<file path="src/core/ext_port_defs.svh">
/*
 * Constants of the external bus port: lane positions, bank decode, timing.
 * Assumes inclusion by bare name from the port modules.
 */
`ifndef EXT_PORT_DEFS_SVH
`define EXT_PORT_DEFS_SVH

// Lane low bits per data format (upper bit always 47 except short word and byte)
`define LANE_W32_LSB 16
`define LANE_W40_LSB 8
`define LANE_W16_LSB 16
`define LANE_W16_MSB 31
`define LANE_B8_LSB 16
`define LANE_B8_MSB 23
// Bank-size field: bank n spans addresses with bits above the size field
`define BANK_SIZE_RST 5'h0e
`define PAGE_SIZE_RST 4'h8
// Bank 0 is the only bank allowed to hold DRAM
`define DRAM_BANK 2'h0
// Cycles spent in the address phase before strobes
`define ADDR_SETUP_CYC 1
// Edges a pin change needs to reach the second synchroniser flop
`define SYNC_LAT_CYC 2'h2
`endif

</file>
<file path="src/core/ext_port_pkg.sv">
/*
 * Types of the external bus port.
 * Assumes the defs header is on the include path.
 */
package ext_port_pkg;
    // Data formats carried on the data bus
    typedef enum logic [2:0] {
        FMT_W32 = 3'h0,
        FMT_W40 = 3'h1,
        FMT_W16 = 3'h2,
        FMT_B8 = 3'h3
    } data_fmt_t;
    // Master-side access states, one-hot
    typedef enum logic [3:0] {
        ST_IDLE = 4'b0001,
        ST_ADDR = 4'b0010,
        ST_STRB = 4'b0100,
        ST_DONE = 4'b1000
    } mst_state_t;
endpackage

</file>
<file path="src/core/ext_bus_port.sv">
/*
 * External parallel bus port: master access engine toward memories and
 * peers, slave capture of accesses into internal memory, lane mapping.
 * Assumes a core-side request pulse held stable until done, pin inputs
 * asynchronous to clk_sys, and an external resolver of pin enables.
 */
// Notes on behaviour
// - Master drives target address on address bus
// - As slave, take address bus as input
// - 32-bit words ride bits 47 to 16
// - 40-bit words ride bits 47 to 8
// - 16-bit words ride bits 31 to 16
// - Boot bytes ride bits 23 to 16
// - One active-low bank select per target bank
// - Selects follow address; inactive when idle
// - Select asserted even for false conditional
// - Bank span set by system control size
// - Read strobe low on master reads
// - Write strobe low on master writes
// - Only bus master drives strobes, selects, page
// - Page output on DRAM page crossing
// - Page output only for bank 0
// - Clock reference driven by master only
// - Early write hint; abandoned without strobe
// - Write hint with the address, same cycle
// - Slave uses write hint to pick direction
// - Float outputs when slave or float requested; clock reference floats only when slave
// - Low acknowledge stretches the access
`timescale 1ns/100ps
`include "ext_port_defs.svh"
module ext_bus_port
    import ext_port_pkg::*;
#(
    parameter int ADDR_W = 32,
    parameter int DATA_W = 48,
    parameter int BANKS = 4
) (
    input wire logic clk_sys,
    input wire logic arst_n,
    // Core request side
    input wire logic req,
    input wire logic req_write,
    input wire logic req_cond_true,
    input wire data_fmt_t req_fmt,
    input wire logic [ADDR_W-1:0] req_addr,
    input wire logic [39:0] req_wdata,
    output logic req_done,
    output logic [39:0] req_rdata,
    // Configuration from the system and memory control registers
    input wire logic [4:0] bank_size_log2,
    input wire logic [3:0] page_size_log2,
    input wire logic is_bus_master,
    // Address bus
    input wire logic [ADDR_W-1:0] ext_address_bus_i,
    output logic [ADDR_W-1:0] ext_address_bus_o,
    output logic ext_address_bus_oe,
    // Data bus
    input wire logic [DATA_W-1:0] ext_data_bus_i,
    output logic [DATA_W-1:0] ext_data_bus_o,
    output logic ext_data_bus_oe,
    // Bank selects
    output logic [BANKS-1:0] bank_selects_n,
    output logic bank_selects_oe,
    // Strobes, two-way
    input wire logic rd_strobe_n_i,
    output logic rd_strobe_n_o,
    input wire logic wr_strobe_n_i,
    output logic wr_strobe_n_o,
    output logic strobes_oe,
    input wire logic sync_store_hint_n_i,
    output logic sync_store_hint_n_o,
    output logic sync_store_hint_oe,
    // Page crossing and clock reference
    output logic page_cross,
    output logic page_oe,
    output logic bus_clock_ref,
    output logic bus_clock_ref_oe,
    // Wait and float controls
    input wire logic ack_i,
    input wire logic bus_float_request_n,
    // Slave side toward internal memory
    output logic slv_valid,
    output logic slv_write,
    output logic [ADDR_W-1:0] slv_addr,
    output logic [DATA_W-1:0] slv_wdata
);
    // Two-stage synchronisers for all pin inputs
    logic [3:0] ctl_s1_r, ctl_s2_r; // ack, float, rd, wr
    logic sw_s1_r, sw_s2_r; // write hint
    logic [ADDR_W-1:0] adr_s1_r, adr_s2_r; // slave address
    logic [DATA_W-1:0] dat_s1_r, dat_s2_r; // data bus
    mst_state_t state_r; // master state
    logic [ADDR_W-1:0] last_addr_r; // last bank 0 address
    logic last_valid_r; // last_addr_r holds a real access
    logic rd_n_d_r, wr_n_d_r; // previous synced strobes
    logic [47:0] lane_w;
    logic [39:0] lane_r;
    logic float_now; // outputs must release
    logic ack_s, float_n_s, rd_n_s, wr_n_s;
    logic [1:0] bank_idx;
    logic [ADDR_W-1:0] page_mask;
    logic [1:0] strb_age_r; // edges spent in the strobe phase
    logic ack_ok; // synced ack that truly answers this strobe

    // Synchronise asynchronous pins before use
    always_ff @(posedge clk_sys or negedge arst_n) begin
        if (!arst_n) begin
            ctl_s1_r <= 4'hf;
            ctl_s2_r <= 4'hf;
            sw_s1_r <= 1'b1;
            sw_s2_r <= 1'b1;
            adr_s1_r <= '0;
            adr_s2_r <= '0;
            dat_s1_r <= '0;
            dat_s2_r <= '0;
        end else begin
            ctl_s1_r <= {ack_i, bus_float_request_n, rd_strobe_n_i, wr_strobe_n_i};
            ctl_s2_r <= ctl_s1_r;
            sw_s1_r <= sync_store_hint_n_i;
            sw_s2_r <= sw_s1_r;
            adr_s1_r <= ext_address_bus_i;
            adr_s2_r <= adr_s1_r;
            dat_s1_r <= ext_data_bus_i;
            dat_s2_r <= dat_s1_r;
        end
    end

    assign ack_s = ctl_s2_r[3];
    assign float_n_s = ctl_s2_r[2];
    assign rd_n_s = ctl_s2_r[1];
    assign wr_n_s = ctl_s2_r[0];
    // Slave or float request releases every driven pin except the clock reference, whose enable follows mastership only
    assign float_now = !is_bus_master || !float_n_s;
    // Bank index sits just above the bank-size field
    assign bank_idx = 2'(req_addr >> bank_size_log2);
    assign page_mask = {ADDR_W{1'b1}} << page_size_log2;
    // Ack and read data lag two flops behind the pins; until the strobe has stood
    // that long the synced copies still show the idle bus and must be ignored
    assign ack_ok = (state_r == ST_STRB) && (strb_age_r == `SYNC_LAT_CYC) && ack_s;

    // Strobe-phase age, saturating at the synchroniser latency
    always_ff @(posedge clk_sys or negedge arst_n) begin
        if (!arst_n) begin
            strb_age_r <= 2'h0;
        end else if (state_r != ST_STRB) begin
            strb_age_r <= 2'h0;
        end else if (strb_age_r != `SYNC_LAT_CYC) begin
            strb_age_r <= strb_age_r + 2'h1;
        end
    end

    lane_mux u_lane (
        .fmt(req_fmt),
        .core_wdata(req_wdata),
        .bus_rdata(dat_s2_r),
        .bus_wdata(lane_w),
        .core_rdata(lane_r)
    );

    // Master access sequencer; a float request halts it until released
    always_ff @(posedge clk_sys or negedge arst_n) begin
        if (!arst_n) begin
            state_r <= ST_IDLE;
        end else begin
            case (state_r)
                ST_IDLE: if (req && !float_now) state_r <= ST_ADDR;
                ST_ADDR: if (!float_now) state_r <= ST_STRB;
                // Access holds while acknowledge is low
                ST_STRB: if (ack_ok && !float_now) state_r <= ST_DONE;
                ST_DONE: state_r <= ST_IDLE;
                default: state_r <= ST_IDLE;
            endcase
        end
    end

    // Address, selects and write hint launch together
    always_ff @(posedge clk_sys or negedge arst_n) begin
        if (!arst_n) begin
            ext_address_bus_o <= '0;
            bank_selects_n <= '1;
            sync_store_hint_n_o <= 1'b1;
        end else if (state_r == ST_IDLE && req && !float_now) begin
            ext_address_bus_o <= req_addr;
            // Select drives even when the condition is false
            bank_selects_n <= ~(BANKS'(1) << bank_idx);
            sync_store_hint_n_o <= !req_write;
        end else if (state_r == ST_DONE || state_r == ST_IDLE) begin
            bank_selects_n <= '1;
            sync_store_hint_n_o <= 1'b1;
        end
    end

    // Strobes: only for a true condition, so a false write is abandoned
    always_ff @(posedge clk_sys or negedge arst_n) begin
        if (!arst_n) begin
            rd_strobe_n_o <= 1'b1;
            wr_strobe_n_o <= 1'b1;
            ext_data_bus_o <= '0;
        end else if (state_r == ST_ADDR && !float_now && req_cond_true) begin
            rd_strobe_n_o <= req_write;
            wr_strobe_n_o <= !req_write;
            ext_data_bus_o <= lane_w;
        end else if (ack_ok) begin
            rd_strobe_n_o <= 1'b1;
            wr_strobe_n_o <= 1'b1;
        end
    end

    // Page crossing flag, bank 0 only
    always_ff @(posedge clk_sys or negedge arst_n) begin
        if (!arst_n) begin
            page_cross <= 1'b0;
            last_addr_r <= '0;
            last_valid_r <= 1'b0;
        end else if (state_r == ST_IDLE && req && !float_now) begin
            if (bank_idx == `DRAM_BANK) begin
                page_cross <= last_valid_r &&
                    ((req_addr & page_mask) != (last_addr_r & page_mask));
                last_addr_r <= req_addr;
                last_valid_r <= 1'b1;
            end else begin
                page_cross <= 1'b0;
            end
        end else if (state_r == ST_DONE) begin
            page_cross <= 1'b0;
        end
    end

    // Pin enables follow mastership and the float request; the clock reference enable follows mastership only
    always_ff @(posedge clk_sys or negedge arst_n) begin
        if (!arst_n) begin
            ext_address_bus_oe <= 1'b0;
            ext_data_bus_oe <= 1'b0;
            bank_selects_oe <= 1'b0;
            strobes_oe <= 1'b0;
            sync_store_hint_oe <= 1'b0;
            page_oe <= 1'b0;
            bus_clock_ref_oe <= 1'b0;
        end else begin
            ext_address_bus_oe <= !float_now;
            ext_data_bus_oe <= !float_now && req_write && state_r != ST_IDLE;
            bank_selects_oe <= !float_now;
            strobes_oe <= !float_now;
            sync_store_hint_oe <= !float_now;
            page_oe <= !float_now;
            bus_clock_ref_oe <= is_bus_master;
        end
    end

    // Clock reference: half-rate toggle so it can come from a flop
    always_ff @(posedge clk_sys or negedge arst_n) begin
        if (!arst_n) begin
            bus_clock_ref <= 1'b0;
        end else begin
            bus_clock_ref <= !bus_clock_ref;
        end
    end

    // Core completion and read data
    always_ff @(posedge clk_sys or negedge arst_n) begin
        if (!arst_n) begin
            req_done <= 1'b0;
            req_rdata <= '0;
        end else begin
            req_done <= ack_ok && !float_now;
            if (ack_ok && !req_write) begin
                req_rdata <= lane_r;
            end
        end
    end

    // Slave capture on the falling edge of an outside strobe
    always_ff @(posedge clk_sys or negedge arst_n) begin
        if (!arst_n) begin
            rd_n_d_r <= 1'b1;
            wr_n_d_r <= 1'b1;
            slv_valid <= 1'b0;
            slv_write <= 1'b0;
            slv_addr <= '0;
            slv_wdata <= '0;
        end else begin
            rd_n_d_r <= rd_n_s;
            wr_n_d_r <= wr_n_s;
            slv_valid <= 1'b0;
            if (!is_bus_master && ((rd_n_d_r && !rd_n_s) || (wr_n_d_r && !wr_n_s))) begin
                slv_valid <= 1'b1;
                // Write hint low marks a write; strobe covers async hosts
                slv_write <= !sw_s2_r || !wr_n_s;
                slv_addr <= adr_s2_r;
                slv_wdata <= dat_s2_r;
            end
        end
    end
endmodule

</file>
<file path="src/core/lane_mux.sv">
/*
 * Lane mapper: places a core word on the data-bus lanes of its format and
 * extracts a core word from the bus. Purely combinational.
 * Assumes the caller registers results before they reach any pin.
 */
`timescale 1ns/100ps
`include "ext_port_defs.svh"
module lane_mux
    import ext_port_pkg::*;
(
    input wire data_fmt_t fmt,
    input wire logic [39:0] core_wdata,
    input wire logic [47:0] bus_rdata,
    output logic [47:0] bus_wdata,
    output logic [39:0] core_rdata
);
    // Unused lanes are driven zero on writes and dropped on reads
    always_comb begin
        bus_wdata = 48'h0;
        core_rdata = 40'h0;
        case (fmt)
            FMT_W32: begin
                bus_wdata[47:`LANE_W32_LSB] = core_wdata[31:0];
                core_rdata[31:0] = bus_rdata[47:`LANE_W32_LSB];
            end
            FMT_W40: begin
                bus_wdata[47:`LANE_W40_LSB] = core_wdata;
                core_rdata = bus_rdata[47:`LANE_W40_LSB];
            end
            FMT_W16: begin
                bus_wdata[`LANE_W16_MSB:`LANE_W16_LSB] = core_wdata[15:0];
                core_rdata[15:0] = bus_rdata[`LANE_W16_MSB:`LANE_W16_LSB];
            end
            FMT_B8: begin
                bus_wdata[`LANE_B8_MSB:`LANE_B8_LSB] = core_wdata[7:0];
                core_rdata[7:0] = bus_rdata[`LANE_B8_MSB:`LANE_B8_LSB];
            end
            default: begin
                bus_wdata = 48'h0;
                core_rdata = 40'h0;
            end
        endcase
    end
endmodule

</file>
<file path="config.mk">
export PLATFORM = sky130hd
export DESIGN_NAME = ext_bus_port
export DESIGN_NICKNAME = d
export VERILOG_FILES = /design/src/core/ext_port_pkg.sv /design/src/core/ext_bus_port.sv /design/src/core/lane_mux.sv
export VERILOG_INCLUDE_DIRS = /design/src /design/src/core
export SDC_FILE = /design/constraint.sdc
export NUM_CORES = 1
export LEC_CHECK = 0
export BUFFER_PORTS_ARGS = -buffer_cell sky130_fd_sc_hd__buf_2
export CAP_MARGIN = 10
export CORE_MARGIN = 2
export CORE_UTILIZATION = 53
export DETAILED_ROUTE_END_ITERATION = 12
export PLACE_DENSITY = 0.84
export SKIP_CTS_REPAIR_TIMING = 1
export SYNTH_ARGS = -nofsm -noshare
export SYNTH_HDL_FRONTEND = slang
export SYNTH_SLANG_ARGS = --single-unit
</file>
<file path="constraint.sdc">
create_clock -name clk_sys -period 3.1 [get_ports clk_sys]
set_clock_uncertainty 0.05 [all_clocks]
set_input_delay 0.155 -clock clk_sys [delete_from_list [all_inputs] [get_ports clk_sys]]
set_output_delay 0.155 -clock clk_sys [all_outputs]
set_load 0.01 [all_outputs]
</file>
==> results_tabular.tex <==
\begin{tabular}{lr}
\hline
Metric & Value \\
\hline
\multicolumn{2}{l}{\textbf{Route}} \\
\quad DRT antenna net count & 0 \\
\quad Total met3 wirelength after detailed routing & 3214 um \\
\quad WL met2 & 23030 um \\
\quad Remaining routing DRC violations & 0 \\
\quad Wire length reported by the detailed router & 45180 um \\
\quad Uppermost layer routed & met4 \\
\quad Routed wire length per instance & 21.65 um \\
\quad Drt first pass iters & 5 \\
\quad Total number of vias & 11310 \\
\quad Average via count per standard cell & 5.417 \\
\quad Iter 0 DRT Violations & 891 \\
\quad M1 wire length & 16480 um \\
\multicolumn{2}{l}{\textbf{Die}} \\
\quad Die X & 173.5 um \\
\quad Number of placement rows & 62 \\
\quad Die Span Y & 173.5 um \\
\quad Core footprint & 28470 um\^{}2 \\
\quad Boundary Pins & 394 \\
\quad DIE AREA & 30110 um\^{}2 \\
\quad Initial cell density of the core & 53.51\% \\
\multicolumn{2}{l}{\textbf{STA}} \\
\quad Final worst path period need & 2634 ps \\
\quad Worst Slack Setup Final & 465.9 ps \\
\quad Final setup violation count & 0 \\
\quad Number of slew-limit violations in the final report & 0 \\
\quad RSZ-0062 raised after global routing & no \\
\quad Total negative setup slack & 0 ps \\
\quad Period utilization & 84.97\% \\
\quad Transition time at the pin with the least slew margin & 901.9 ps \\
\quad Headroom to the max-slew limit & 39.88\% \\
\quad Final Hold Fails & 2 \\
\quad Worst Hold Slack & -49.00 ps \\
\quad Fmax & 379.6 MHz \\
\multicolumn{2}{l}{\textbf{Power}} \\
\quad Cell-internal power & 0.009934 W \\
\quad Sequential Power Share & 47.8\% \\
\quad Standby leakage power & 9.980 nW \\
\quad Maximum vdd ir drop & 0.0006079 V \\
\quad Power density over cell area & 652.9 nW/um\^{}2 \\
\quad Share of power burned in combinational logic & 15.2\% \\
\quad Switching power & 0.003565 W \\
\quad Net switching share of the total power & 26.41\% \\
\quad Total power & 0.01350 W \\
\quad Fraction of power consumed by the clock network & 37.0\% \\
\multicolumn{2}{l}{\textbf{Job}} \\
\quad Max-cap violations & 0 \\
\multicolumn{2}{l}{\textbf{Critical path}} \\
\quad Reg2reg setup slack & 470 ps \\
\quad Data required time of the critical path & 3460 ps \\
\quad Critical setup path kind & register to register \\
\quad Crit-path max FO & 46 \\
\quad Cell at the slowest stage of the critical path & or3\_2 \\
\quad Reg-to-reg startpoint & state\_r[1]\$\_DFFE\_PN0P\_ \\
\quad Critical Path Sink Type & register \\
\quad Family with the most delay on the worst path & simple AND/OR/NAND/NOR gates \\
\quad Crit path capture & req\_rdata[22]\$\_DFFE\_PN0P\_ \\
\quad Kind of launch point of the worst setup path & register \\
\quad Chain of cells forming the critical path & or4b\_1, or3\_2, a221oi\_1, nor2\_1 \\
\quad CP Launch Point & state\_r[1]\$\_DFFE\_PN0P\_ \\
\quad Max incr delay on CP & 870 ps \\
\quad Depth of the most critical reg-to-reg path & 4 \\
\quad Buffers and inverters on the worst path & 0 \\
\quad Critical Path AT & 2990 ps \\
\quad Path length in cells of the critical path & 4 \\
\quad Endpoint of the lowest-slack register-to-register path & req\_rdata[22]\$\_DFFE\_PN0P\_ \\
\multicolumn{2}{l}{\textbf{Placed design}} \\
\quad Placed cell count & 1836 \\
\quad Estimated wirelength of the detail-placed design & 26050 um \\
\quad Buffers on Ports & 385 \\
\quad Gp weighted congestion & 0.8674 \\
\quad Worst slack at placement & 385.0 ps \\
\multicolumn{2}{l}{\textbf{Final layout}} \\
\quad Share of the core filled with cells in the final layout & 72.62\% \\
\quad Number of nets in the finished design & 1843 \\
\quad Ratio of cells with drive above 1 in the final layout & 36.65\% \\
\quad Most frequent standard cell in the layout excluding fill and tap cells & dfrtp\_1 \\
\quad Commonest cells after routing, fill and taps aside & 398 x dfrtp\_1, 384 x buf\_2, 184 x nand2\_1 \\
\quad Fillers & 1692 \\
\quad Non-filler instance count after layout & 2087 \\
\quad Area Overhead vs Synth & 35.72\% \\
\multicolumn{2}{l}{\textbf{Global route}} \\
\quad Wire length of the first global-routing pass & 59220 um \\
\quad Initial antenna violation count & 3 \\
\quad Sum of overflow across all layers after global routing & 0 \\
\quad Total routing usage reported by global routing & 25.06\% \\
\quad Pin count of the biggest net entering global routing & 87 \\
\quad Number of global-route vias before repair & 10720 \\
\multicolumn{2}{l}{\textbf{Clock tree}} \\
\quad CTS tree & yes \\
\quad Number of sinks handled by clock tree synthesis & 418 \\
\quad Buffer levels on the longest clock path & 3 \\
\quad Number of buffers inserted during clock tree synthesis & 41 \\
\quad Insertion delay to the later sink of the worst-skew pair & 560 ps \\
\quad CTS Root Buffer Type & clkbuf\_16 \\
\quad Worst-path clk slew & 60 ps \\
\quad Clock H-tree levels & 2 \\
\multicolumn{2}{l}{\textbf{Synthesis}} \\
\quad Post-synth top area cell & dfrtp\_1 \\
\quad YS warnings & 0 \\
\quad Proportion of netlist area held by the largest area contributor & 65.38\% \\
\quad Sequential cell area fraction in the yosys report & 68.83\% \\
\quad Number of synthesized register bits & 418 \\
\quad Number of enable flip-flop cells after synthesis & 0 \\
\quad Number of standard cells after synthesis & 1112 \\
\quad Most area-consuming cells after synthesis & dfrtp\_1 65\%, mux2\_2 6.4\%, nand2\_1 4.5\%, dfstp\_2 3.4\%, mux2\_4 2.8\% \\
\quad Fraction of registers with async set/reset & 100.0\% \\
\quad Synth unique cells & 49 \\
\quad Synth Flop Type & dfrtp\_1 \\
\quad Syn\_area\_per\_cell & 13.70 um\^{}2 \\
\quad Synth Cell Area & 15230 um\^{}2 \\
\multicolumn{2}{l}{\textbf{Worst hold path}} \\
\quad Startpoint of the lowest-slack hold path & req\_wdata[30] \\
\quad Kind of path behind the tightest hold check & primary input to register \\
\multicolumn{2}{l}{\textbf{Status}} \\
\quad Violated checks & hold timing \\
\quad Status & finished with violations \\
\hline
\end{tabular}
## worst min-delay path by stage
stage | end | depth (start not counted) | slack [ps]
floorplan | adr_s1_r[0]$_DFF_PN0_ | 0 | -190
global placement | ext_data_bus_o[41]$_DFFE_PN0P_ | 1 | 110
detailed placement | ext_data_bus_o[41]$_DFFE_PN0P_ | 1 | 120
CTS | ext_data_bus_o[41]$_DFFE_PN0P_ | 1 | -450
global route | ext_data_bus_o[28]$_DFFE_PN0P_ | 3 | 3
finish | ext_data_bus_o[38]$_DFFE_PN0P_ | 3 | -50
## layout make-up
class / count / area, um^2 / area share (%)
inverters: 7 / 26.28 / 0.1271
multi-input cells: 623 / 4412 / 21.34
diodes: 3 / 7.507 / 0.03631
clock buffers: 63 / 1219 / 5.894
clock inverters: 13 / 146.4 / 0.7081
repair buffers: 576 / 3899 / 18.86
well taps: 384 / 480.5 / 2.324
flip-flops and latches: 418 / 10490 / 50.71
## kinds of logic (layout without fill, tap and decap cells)
| kind of cell | count (synthesis) | after routing | synth area share (%) |
|---|---|---|---|
| compound gates | 130 | 130 | 6.012 |
| xor+xnor | 34 | 34 | 1.955 |
| fa+ha+maj | 1 | 1 | 0.08212 |
| buf+inv | 78 | 659 | 2.604 |
| flops | 418 | 418 | 68.83 |
| mux | 159 | 159 | 12.73 |
| other cells | 1 | 11 | 0.02462 |
| simple gates | 291 | 291 | 7.762 |
## cells in the mapped netlist, types with 5 or more instances
master and n:
a21oi_1 7, a221oi_1 24, a22oi_1 29, buf_4 13, buf_6 5, clkbuf_1 47
dfrtp_1 398, dfstp_2 20, inv_1 7, mux2_2 86, mux2_4 28, mux2i_1 37
mux4_2 8, nand2_1 184, nand3_1 11, nor2_1 67, nor2b_1 7, o21ai_0 36
o31ai_1 16, xnor2_1 11, xor2_1 23
## sequential cells by signal (all words and copies together) (netlist names), 2 cells and up
name / count
dat_s1_r: 48
dat_s2_r: 48
slv_wdata: 48
ext_data_bus_o: 40
req_rdata: 40
adr_s1_r: 32
adr_s2_r: 32
ext_address_bus_o: 32
last_addr_r: 32
slv_addr: 32
bank_selects_n: 4
ctl_s1_r: 4
ctl_s2_r: 4
state_r: 4
strb_age_r: 2
## through the flow
stage | hold slack [ps] | instance area, um^2
floorplan | -190.6 | 15260
global placement | 113.6 | 17580
detailed placement | 120.3 | 17580
CTS | -452.3 | 18950
global route | 2.909 | 20670
finish | -49.00 | 20670
## power by group through the flow
stage               Combinational, W  Clock [W]  Sequential (W)
finish                       0.00205    0.00499         0.00646
global route                 0.00220    0.00531         0.00652
CTS                          0.00184    0.00500         0.00643
detailed placement           0.00182          0         0.00650
global placement             0.00176          0         0.00647
floorplan                   0.000843          0         0.00659
## worst min-delay path: stages
cell	delay [ps]
buf_2	90
a22oi_1	70
o21ai_0	180
## routing by layer
metal  vias up  track usage [%]
li1       4909                -
met5         -                0
met4         0            12.46
met2       606            41.95
met1      5637            30.37
met3       154            6.469
Note: power is estimated with default switching activity, not from simulation.
